--- src/core/hlef_pkg.sv ---
package hlef_pkg;

  // ----------------------------------------------------------------
  // bus geometry
  // ----------------------------------------------------------------
  localparam int AXI_ADDR_W = 16;
  localparam int AXI_DATA_W = 32;
  localparam int IDX_W = AXI_ADDR_W - 2;
  localparam int REG_W = 8;

  // ----------------------------------------------------------------
  // register indices (byte address is four times the index)
  // ----------------------------------------------------------------
  localparam logic [IDX_W-1:0] IDX_CTL2_FLAG = 14'h0b18;
  localparam logic [IDX_W-1:0] IDX_CTL2_EN = 14'h0b19;
  localparam logic [IDX_W-1:0] IDX_CTL3_STAT = 14'h0b26;
  localparam logic [IDX_W-1:0] IDX_CTL3_EN = 14'h0b27;

  // ----------------------------------------------------------------
  // bit positions inside the 8-bit registers
  // ----------------------------------------------------------------
  localparam int BIT_OVS = 0;
  localparam int BIT_KIND = 7;
  localparam int BIT_TXB = 6;
  localparam int BIT_RXB = 5;
  localparam int BIT_TXD = 4;
  localparam int BIT_RXD = 3;

  // ----------------------------------------------------------------
  // flag bank slots
  // ----------------------------------------------------------------
  localparam int NUM_FLAGS = 5;
  localparam int FL_OVS = 0;
  localparam int FL_RXD = 1;
  localparam int FL_TXD = 2;
  localparam int FL_RXB = 3;
  localparam int FL_TXB = 4;

  // ----------------------------------------------------------------
  // message size, responses, reset values
  // ----------------------------------------------------------------
  localparam int MSG_BYTE_LIMIT = 276;
  localparam int BYTE_CNT_W = 9;
  localparam logic [1:0] RESP_OKAY = 2'h0;
  localparam logic [1:0] RESP_SLVERR = 2'h2;
  localparam logic [REG_W-1:0] RST_REG = 8'h00;

  typedef enum logic [1:0] {
    WR_COLLECT = 2'b01,
    WR_RESP = 2'b10
  } hlef_wr_state_type;

  typedef enum logic [1:0] {
    RD_IDLE = 2'b01,
    RD_RESP = 2'b10
  } hlef_rd_state_type;

endpackage

--- src/core/hlef_evt_if.sv ---
`timescale 1ns/10ps
`default_nettype none
// event set / clear-on-access / flag state between controller and bank
interface hlef_evt_if #(parameter int N = 5);
  logic [N-1:0] set;
  logic [N-1:0] clr;
  logic [N-1:0] flags;
  modport bank(input set, input clr, output flags);
  modport ctrl(output set, output clr, input flags);
endinterface
`default_nettype wire

--- src/core/hlef_flag_bank.sv ---
`timescale 1ns/10ps
`default_nettype none
module hlef_flag_bank
  import hlef_pkg::*;
#(
  parameter int N = NUM_FLAGS
) (
  input wire logic aclk,
  input wire logic aresetn,
  hlef_evt_if.bank ev
);

  // ----------------------------------------------------------------
  // sticky flags, a set in the clearing cycle wins
  // ----------------------------------------------------------------
  genvar gi;
  generate
    for (gi = 0; gi < N; gi++) begin : g_flag
      logic flag_ff;
      logic nxt_flag;

      // next value: set dominates clear
      always_comb begin
        nxt_flag = ev.set[gi] | (flag_ff & ~ev.clr[gi]);
      end

      // register the flag
      always_ff @(posedge aclk) begin
        if (!aresetn) begin
          flag_ff <= 1'b0;
        end else begin
          flag_ff <= nxt_flag;
        end
      end

      assign ev.flags[gi] = flag_ff;

    end
  endgenerate
endmodule
`default_nettype wire

--- src/core/hlef_top.sv ---
//Behaviour
//- the controller-2 oversize flag sets once a received message passes 276 bytes.
//- that flag shows an event since the last read, and reading its register clears it.
//- the oversize event raises the interrupt only while its enable, reset to 0, is 1.
//- status bit 7 of controller 3 shows the kind of the last received message.
//- bit 6 sets when the transmitter starts sending a message.
//- bit 5 sets when the receiver starts receiving a message.
//- bit 4 sets when the transmitter finishes sending a message.
//- controller-3 event flags show an event since the last read and clear on read.
//- bit 3 sets when a message is fully received or the receive buffer is full.
//
// Register access over AXI4-Lite was left to the implementer.
`timescale 1ns/10ps
`default_nettype none
module hlef_top
  import hlef_pkg::*;
#(
  parameter int MSG_LIMIT = MSG_BYTE_LIMIT
) (
  input wire logic aclk,
  input wire logic aresetn,
  input wire logic [AXI_ADDR_W-1:0] awaddr,
  input wire logic awvalid,
  output logic awready,
  input wire logic [AXI_DATA_W-1:0] wdata,
  input wire logic [3:0] wstrb,
  input wire logic wvalid,
  output logic wready,
  output logic [1:0] bresp,
  output logic bvalid,
  input wire logic bready,
  input wire logic [AXI_ADDR_W-1:0] araddr,
  input wire logic arvalid,
  output logic arready,
  output logic [AXI_DATA_W-1:0] rdata,
  output logic [1:0] rresp,
  output logic rvalid,
  input wire logic rready,
  input wire logic ctl2_rx_msg_start,
  input wire logic ctl2_rx_byte,
  input wire logic rx3_msg_begin,
  input wire logic rx3_msg_done,
  input wire logic rx3_buf_full,
  input wire logic rx3_msg_kind,
  input wire logic tx3_msg_begin,
  input wire logic tx3_msg_done,
  output logic irq
);

  hlef_evt_if #(.N(NUM_FLAGS)) ev ();

  hlef_flag_bank #(.N(NUM_FLAGS)) u_bank (
    .aclk(aclk),
    .aresetn(aresetn),
    .ev(ev.bank)
  );

  // ----------------------------------------------------------------
  // declarations
  // ----------------------------------------------------------------
  hlef_wr_state_type wr_ff, nxt_wr;
  hlef_rd_state_type rd_ff, nxt_rd;
  logic aw_got_ff, nxt_aw_got, w_got_ff, nxt_w_got;
  logic [IDX_W-1:0] widx_ff, nxt_widx;
  logic [REG_W-1:0] wbyte_ff, nxt_wbyte;
  logic wlane_ff, nxt_wlane;
  logic awready_ff, nxt_awready, wready_ff, nxt_wready;
  logic bvalid_ff, nxt_bvalid, arready_ff, nxt_arready, rvalid_ff, nxt_rvalid;
  logic [1:0] bresp_ff, nxt_bresp, rresp_ff, nxt_rresp;
  logic [REG_W-1:0] rdata_ff, nxt_rdata;
  logic do_write, ar_hs;
  logic [IDX_W-1:0] ridx;
  logic [NUM_FLAGS-1:0] wr_clr, rd_clr, en_vec;
  logic ctl2_en_ff, nxt_ctl2_en;
  logic [REG_W-1:0] ctl3_en_ff, nxt_ctl3_en;
  logic kind_ff, nxt_kind;
  logic [BYTE_CNT_W-1:0] byte_cnt_ff, nxt_byte_cnt;
  logic irq_ff, nxt_irq;

  // ----------------------------------------------------------------
  // controller-2 message length watch
  // ----------------------------------------------------------------

  // count bytes of the current message, saturating past the limit
  always_comb begin
    nxt_byte_cnt = byte_cnt_ff;
    if (ctl2_rx_msg_start) begin
      nxt_byte_cnt = ctl2_rx_byte ? BYTE_CNT_W'(1) : '0;
    end else if (ctl2_rx_byte && (byte_cnt_ff <= BYTE_CNT_W'(MSG_LIMIT))) begin
      nxt_byte_cnt = byte_cnt_ff + BYTE_CNT_W'(1);
    end
  end

  always_ff @(posedge aclk) begin
    if (!aresetn) begin
      byte_cnt_ff <= '0;
    end else begin
      byte_cnt_ff <= nxt_byte_cnt;
    end
  end

  // ----------------------------------------------------------------
  // event sources into the flag bank
  // ----------------------------------------------------------------
  assign ev.set[FL_OVS] = ctl2_rx_byte && !ctl2_rx_msg_start
                          && (byte_cnt_ff == BYTE_CNT_W'(MSG_LIMIT));
  assign ev.set[FL_TXB] = tx3_msg_begin;
  assign ev.set[FL_RXB] = rx3_msg_begin;
  assign ev.set[FL_TXD] = tx3_msg_done;
  assign ev.set[FL_RXD] = rx3_msg_done | rx3_buf_full;
  assign ev.clr = wr_clr | rd_clr;

  // ----------------------------------------------------------------
  // write channel
  // ----------------------------------------------------------------

  // collect address and data in either order, then answer
  always_comb begin
    nxt_wr = wr_ff;
    nxt_aw_got = aw_got_ff;
    nxt_w_got = w_got_ff;
    nxt_widx = widx_ff;
    nxt_wbyte = wbyte_ff;
    nxt_wlane = wlane_ff;
    nxt_bvalid = bvalid_ff;
    nxt_bresp = bresp_ff;
    do_write = 1'b0;
    case (wr_ff)
      WR_COLLECT: begin
        if (awvalid && awready_ff) begin
          nxt_aw_got = 1'b1;
          nxt_widx = awaddr[AXI_ADDR_W-1:2];
        end
        if (wvalid && wready_ff) begin
          nxt_w_got = 1'b1;
          nxt_wbyte = wdata[REG_W-1:0];
          nxt_wlane = wstrb[0];
        end
        if (aw_got_ff && w_got_ff) begin
          do_write = 1'b1;
          nxt_aw_got = 1'b0;
          nxt_w_got = 1'b0;
          nxt_bvalid = 1'b1;
          nxt_wr = WR_RESP;
          if ((widx_ff == IDX_CTL2_FLAG) || (widx_ff == IDX_CTL2_EN)
              || (widx_ff == IDX_CTL3_STAT) || (widx_ff == IDX_CTL3_EN)) begin
            nxt_bresp = RESP_OKAY;
          end else begin
            nxt_bresp = RESP_SLVERR;
          end
        end
      end
      WR_RESP: begin
        if (bready) begin
          nxt_bvalid = 1'b0;
          nxt_wr = WR_COLLECT;
        end
      end
      default: begin
        nxt_wr = WR_COLLECT;
      end
    endcase
    nxt_awready = (nxt_wr == WR_COLLECT) && !nxt_aw_got;
    nxt_wready = (nxt_wr == WR_COLLECT) && !nxt_w_got;
  end

  always_ff @(posedge aclk) begin
    if (!aresetn) begin
      wr_ff <= WR_COLLECT;
      aw_got_ff <= 1'b0;
      w_got_ff <= 1'b0;
      widx_ff <= '0;
      wbyte_ff <= RST_REG;
      wlane_ff <= 1'b0;
      awready_ff <= 1'b1;
      wready_ff <= 1'b1;
      bvalid_ff <= 1'b0;
      bresp_ff <= RESP_OKAY;
    end else begin
      wr_ff <= nxt_wr;
      aw_got_ff <= nxt_aw_got;
      w_got_ff <= nxt_w_got;
      widx_ff <= nxt_widx;
      wbyte_ff <= nxt_wbyte;
      wlane_ff <= nxt_wlane;
      awready_ff <= nxt_awready;
      wready_ff <= nxt_wready;
      bvalid_ff <= nxt_bvalid;
      bresp_ff <= nxt_bresp;
    end
  end

  // ----------------------------------------------------------------
  // register writes: enables, write-one-to-clear on status
  // ----------------------------------------------------------------
  always_comb begin
    nxt_ctl2_en = ctl2_en_ff;
    nxt_ctl3_en = ctl3_en_ff;
    wr_clr = '0;
    if (do_write && wlane_ff) begin
      if (widx_ff == IDX_CTL2_EN) begin
        nxt_ctl2_en = wbyte_ff[BIT_OVS];
      end else if (widx_ff == IDX_CTL3_EN) begin
        nxt_ctl3_en = wbyte_ff;
      end else if (widx_ff == IDX_CTL2_FLAG) begin
        wr_clr[FL_OVS] = wbyte_ff[BIT_OVS];
      end else if (widx_ff == IDX_CTL3_STAT) begin
        wr_clr[FL_TXB] = wbyte_ff[BIT_TXB];
        wr_clr[FL_RXB] = wbyte_ff[BIT_RXB];
        wr_clr[FL_TXD] = wbyte_ff[BIT_TXD];
        wr_clr[FL_RXD] = wbyte_ff[BIT_RXD];
      end
    end
  end

  always_ff @(posedge aclk) begin
    if (!aresetn) begin
      ctl2_en_ff <= 1'b0;
      ctl3_en_ff <= RST_REG;
    end else begin
      ctl2_en_ff <= nxt_ctl2_en;
      ctl3_en_ff <= nxt_ctl3_en;
    end
  end

  // ----------------------------------------------------------------
  // read channel, reading a status register clears its flags
  // ----------------------------------------------------------------
  assign ar_hs = arvalid && arready_ff;
  assign ridx = araddr[AXI_ADDR_W-1:2];

  always_comb begin
    nxt_rd = rd_ff;
    nxt_arready = arready_ff;
    nxt_rvalid = rvalid_ff;
    nxt_rresp = rresp_ff;
    nxt_rdata = rdata_ff;
    rd_clr = '0;
    case (rd_ff)
      RD_IDLE: begin
        if (ar_hs) begin
          nxt_rd = RD_RESP;
          nxt_arready = 1'b0;
          nxt_rvalid = 1'b1;
          nxt_rresp = RESP_OKAY;
          nxt_rdata = RST_REG;
          if (ridx == IDX_CTL2_FLAG) begin
            nxt_rdata[BIT_OVS] = ev.flags[FL_OVS];
            rd_clr[FL_OVS] = 1'b1;
          end else if (ridx == IDX_CTL2_EN) begin
            nxt_rdata[BIT_OVS] = ctl2_en_ff;
          end else if (ridx == IDX_CTL3_STAT) begin
            nxt_rdata[BIT_KIND] = kind_ff;
            nxt_rdata[BIT_TXB] = ev.flags[FL_TXB];
            nxt_rdata[BIT_RXB] = ev.flags[FL_RXB];
            nxt_rdata[BIT_TXD] = ev.flags[FL_TXD];
            nxt_rdata[BIT_RXD] = ev.flags[FL_RXD];
            rd_clr = '1;
            rd_clr[FL_OVS] = 1'b0;
          end else if (ridx == IDX_CTL3_EN) begin
            nxt_rdata[BIT_TXB:BIT_RXD] = ctl3_en_ff[BIT_TXB:BIT_RXD];
          end else begin
            nxt_rresp = RESP_SLVERR;
          end
        end
      end
      RD_RESP: begin
        if (rready) begin
          nxt_rd = RD_IDLE;
          nxt_rvalid = 1'b0;
          nxt_arready = 1'b1;
        end
      end
      default: begin
        nxt_rd = RD_IDLE;
        nxt_arready = 1'b1;
      end
    endcase
  end

  always_ff @(posedge aclk) begin
    if (!aresetn) begin
      rd_ff <= RD_IDLE;
      arready_ff <= 1'b1;
      rvalid_ff <= 1'b0;
      rresp_ff <= RESP_OKAY;
      rdata_ff <= RST_REG;
    end else begin
      rd_ff <= nxt_rd;
      arready_ff <= nxt_arready;
      rvalid_ff <= nxt_rvalid;
      rresp_ff <= nxt_rresp;
      rdata_ff <= nxt_rdata;
    end
  end

  // ----------------------------------------------------------------
  // message kind and interrupt output
  // ----------------------------------------------------------------
  assign en_vec[FL_OVS] = ctl2_en_ff;
  assign en_vec[FL_TXB] = ctl3_en_ff[BIT_TXB];
  assign en_vec[FL_RXB] = ctl3_en_ff[BIT_RXB];
  assign en_vec[FL_TXD] = ctl3_en_ff[BIT_TXD];
  assign en_vec[FL_RXD] = ctl3_en_ff[BIT_RXD];

  // latch kind at message end, combine enabled flags
  always_comb begin
    nxt_kind = rx3_msg_done ? rx3_msg_kind : kind_ff;
    nxt_irq = |(ev.flags & en_vec);
  end

  always_ff @(posedge aclk) begin
    if (!aresetn) begin
      kind_ff <= 1'b0;
      irq_ff <= 1'b0;
    end else begin
      kind_ff <= nxt_kind;
      irq_ff <= nxt_irq;
    end
  end

  assign awready = awready_ff;
  assign wready = wready_ff;
  assign bvalid = bvalid_ff;
  assign bresp = bresp_ff;
  assign arready = arready_ff;
  assign rvalid = rvalid_ff;
  assign rresp = rresp_ff;
  assign rdata = {{(AXI_DATA_W-REG_W){1'b0}}, rdata_ff};
  assign irq = irq_ff;
endmodule
`default_nettype wire

--- config.mk ---
export PLATFORM = sky130hd
export DESIGN_NAME = hlef_top
export DESIGN_NICKNAME = d
export VERILOG_FILES = /design/src/core/hlef_pkg.sv /design/src/core/hlef_evt_if.sv /design/src/core/hlef_flag_bank.sv /design/src/core/hlef_top.sv
export SDC_FILE = /design/constraint.sdc
export NUM_CORES = 1
export LEC_CHECK = 0
export BUFFER_PORTS_ARGS = -buffer_cell sky130_fd_sc_hd__buf_2
export CAP_MARGIN = 15
export CORE_ASPECT_RATIO = 1.5
export CORE_MARGIN = 4
export CORE_UTILIZATION = 47
export CTS_BUF_LIST = sky130_fd_sc_hd__clkbuf_4 sky130_fd_sc_hd__clkbuf_8 sky130_fd_sc_hd__clkbuf_16
export CTS_CLUSTER_DIAMETER = 50
export CTS_CLUSTER_SIZE = 8
export DETAILED_ROUTE_END_ITERATION = 6
export GPL_ROUTABILITY_DRIVEN = 0
export PLACE_DENSITY_LB_ADDON = 0.25
export REMOVE_ABC_BUFFERS = 1
export SYNTH_ARGS = -nofsm -noshare
export SYNTH_HDL_FRONTEND = slang
export SYNTH_SLANG_ARGS = --single-unit
--- constraint.sdc ---
create_clock -name aclk -period 1.9 [get_ports aclk]
set_input_delay 0.095 -clock aclk [delete_from_list [all_inputs] [get_ports aclk]]
set_output_delay 0.095 -clock aclk [all_outputs]
set_load 0.05 [all_outputs]
==> flow_summary.json <==
{
  "cts_resized": 0,
  "routed_wirelength_um": 6120,
  "r2r-end": "u_bank.g_flag[3].flag_ff",
  "r2r-start": "widx_ff[10]",
  "grt-ovfl-total": 0,
  "hold_path_end": "wbyte_ff[5]",
  "grt_max_degree": 28,
  "fin_ws_ps": 158,
  "cp_num_buf_inv": 0,
  "placed_area_um2": 3050,
  "drive_gt1_share_pct": 22.4,
  "slew_headroom_pct": 65.3,
  "fin_area_um2": 3430,
  "holdPathStages": 3,
  "max_cap_viol_count": 0,
  "grt_pass1_vias": 2325,
  "synth_adder_area_share_pct": 1.82,
  "viasPerCell": 4.98,
  "drv_slew": 0,
  "cellPowerDensity_nw_per_um2": 1020,
  "io_pins": 125,
  "fp.dieW_um": 70.4,
  "post-dp-hpwl_um": 4570,
  "netlist_instances": 333,
  "power.leakage_nw": 1.46,
  "numCtsBuffers": 9,
  "critPathArrivalTime_ps": 1960,
  "yosysMostFrequentCell": "dfxtp_1",
  "ir_worst_vdd_v": 0.000667,
  "synth_top_family_by_area": "simple AND/OR/NAND/NOR gates",
  "path_class": "flop to flop",
  "grt_first_pass_wirelength_um": 10100,
  "cp_top_family": "simple AND/OR/NAND/NOR gates",
  "final_antenna_net_count": 0,
  "post-route-drc-count": 0,
  "synth_compound_area_share_pct": 14.5,
  "synth.top_cell.area_share_pct": 43.0,
  "antenna_found_initial": 0,
  "path_cells": "nor4b_2 > nand4_1 > or3_1 > nor3b_1 > nor3_1",
  "ys_types": 47,
  "antenna_cells": 0,
  "cts_tree": "built",
  "r2r_cells": 5,
  "synth_edf_count": 0,
  "cts_setup_buffers": 0,
  "drt_iter0_markers": 139,
  "setup_violations": 0,
  "io_buffers": 62,
  "synthTopCellsByCount": "59 x dfxtp_1, 46 x nand2_1, 36 x a21oi_1",
  "status": "completed",
  "ys_top_cells_by_area": "dfxtp_1 43%, buf_4 8.2%, a21oi_1 6.6%",
  "synth-async-reset-ratio_pct": 0,
  "max_freq_mhz": 574,
  "rows": 33,
  "die-area_um2": 7160,
  "slowest_delay_ps": 450,
  "clk_pin_slew_ps": 70,
  "finalCritPeriodShare_pct": 91.7,
  "synth_area_per_cell_um2": 8.25,
  "r2r_slack_ps": 160,
  "hold_start": "wdata[5]",
  "synth-seq-cells": 59,
  "worstPathRequired_ps": 2120,
  "ys_seq_area_share_pct": 43.0,
  "fin_skew_ps": 9.04,
  "die_y_um": 102,
  "grt_usage_pct": 17.8,
  "worst_slew_pin_slew_ps": 519,
  "cts_sinks": 59,
  "core_area_um2": 5570,
  "hold_violations": 0,
  "start_util_pct": 49.3,
  "yosys_warnings": 0,
  "cp-start-kind": "flop",
  "num_vias": 2467,
  "synth-simple-area-share_pct": 24.9,
  "worst_setup_path_end_kind": "flop",
  "synth_top_flop_cell": "dfxtp_1",
  "htreeDepth": 3,
  "critPathSlowestCell": "or3_1",
  "finalNetCount": 507,
  "yosysTopAreaCell": "dfxtp_1",
  "drtPass1Iterations": 6,
  "cts-root-buf": "clkbuf_8",
  "synth-xor-area-share_pct": 0.956,
  "wl_per_cell_um": 12.4,
  "crit_fanout": 4,
  "rsz0062_at_grt": "false",
  "period_minus_slack_ps": 1740,
  "dp_slack_ps": 181,
  "hold_path.class": "input pin to flop",
  "clkLatencyLatePin_ps": 340,
  "syn_area_um2": 2750,
  "clk_path_buf_depth": 2,
  "area_growth_pct": 24.7,
  "yosys-mux-area-fraction_pct": 2.91
}
[layer usage]
metal	part of all wire, %	vias to the layer above	global-route usage [%]
met2	53	84	32.5
met3	8.0	9	5.56
li1	-	1270	-
met1	37	1104	18.6
met4	1.5	0	7.96
met5	0	-	0
[layout by cell type, fill, tap and decap left out, drive strengths merged, types with 6 or more instances in the layout]
cell         netlist  layout
buf               31      71
dfxtp             59      59
nand2             46      46
a21oi             36      36
nor2              34      34
conb               1      28
dlygate4sd3        0      18
inv               16      17
o21ai             16      16
clkbuf             9      10
mux2i              8       8
nand3              6       6
[worst max path at each step]
stage / end / startpoint / slack, ps / cells after the start
floorplan: u_bank.g_flag[2].flag_ff / rd_ff[0] / -50 / 4
global placement: u_bank.g_flag[4].flag_ff / widx_ff[10] / 230 / 5
detailed placement: u_bank.g_flag[2].flag_ff / widx_ff[10] / 180 / 5
CTS: u_bank.g_flag[2].flag_ff / widx_ff[10] / 180 / 5
global route: u_bank.g_flag[3].flag_ff / widx_ff[10] / 20 / 5
finish: u_bank.g_flag[3].flag_ff / widx_ff[10] / 160 / 5
[per-stage QoR]
| stage | TNS [ps] | cells | util [%] | power [mW] | hold WS, ps |
|---|---|---|---|---|---|
| 2_1_floorplan | -144 | 320 | - | 2.11 | 203 |
| 5_1_grt | 0 | 495 | 61.5 | 3.67 | 28.5 |
| 3_5_place_dp | 0 | 461 | 54.7 | 2.36 | 337 |
| 6_report | 0 | 495 | 61.5 | 3.48 | 12.1 |
| 3_3_place_gp | 0 | 461 | 54.7 | 2.34 | 325 |
| 4_1_cts | 0 | 495 | 61.5 | 3.51 | 2.51 |
[area by class of cell]
class                   count  area, um2
well taps                  70       87.6
clock inverters             6       65.1
fillers                   502       2150
repair buffers             89        558
multi-input cells         245       1340
inverters                  16       60.1
flip-flops and latches     59       1180
clock buffers              10        131
[kinds of logic (layout without fill, tap and decap cells)]
logic type                 after synthesis  count (layout)
and+or+nand+nor                        133             133
AOI/OAI and AO/OA                       69              69
DFF                                     59              59
buffers and inverters                   56             121
muxes                                    8               8
adders and majority gates                4               4
xor gates and xnor gates                 3               3
other                                    1              28
[what timing repair did]
action | CTS | global route
setup endpoints to repair | 0 | 0
endpoints found under the hold margin | 18 | 0
hold buffers | 18 | 0
[worst min-delay path: stages]
cell and delay [ps]:
buf_2 80, mux2i_1 60, nor2_1 80
[state kept, by name, indices dropped and copies added (netlist names), 2 cells and up]
| register | flops |
|---|---|
| rd_ff | 2 |
| u_bank.g_flag.flag_ff | 5 |
| ctl3_en_ff | 4 |
| wr_ff | 2 |
| wbyte_ff | 5 |
| byte_cnt_ff | 9 |
| rdata_ff | 6 |
| widx_ff | 14 |
[power by group]
group          internal, mW  switching (mW)  total, mW
sequential             1.39           0.103       1.49
clock                 0.621           0.503       1.12
combinational         0.294           0.577      0.870
total                  2.30            1.18       3.48
(Power assumes the default switching activity.)
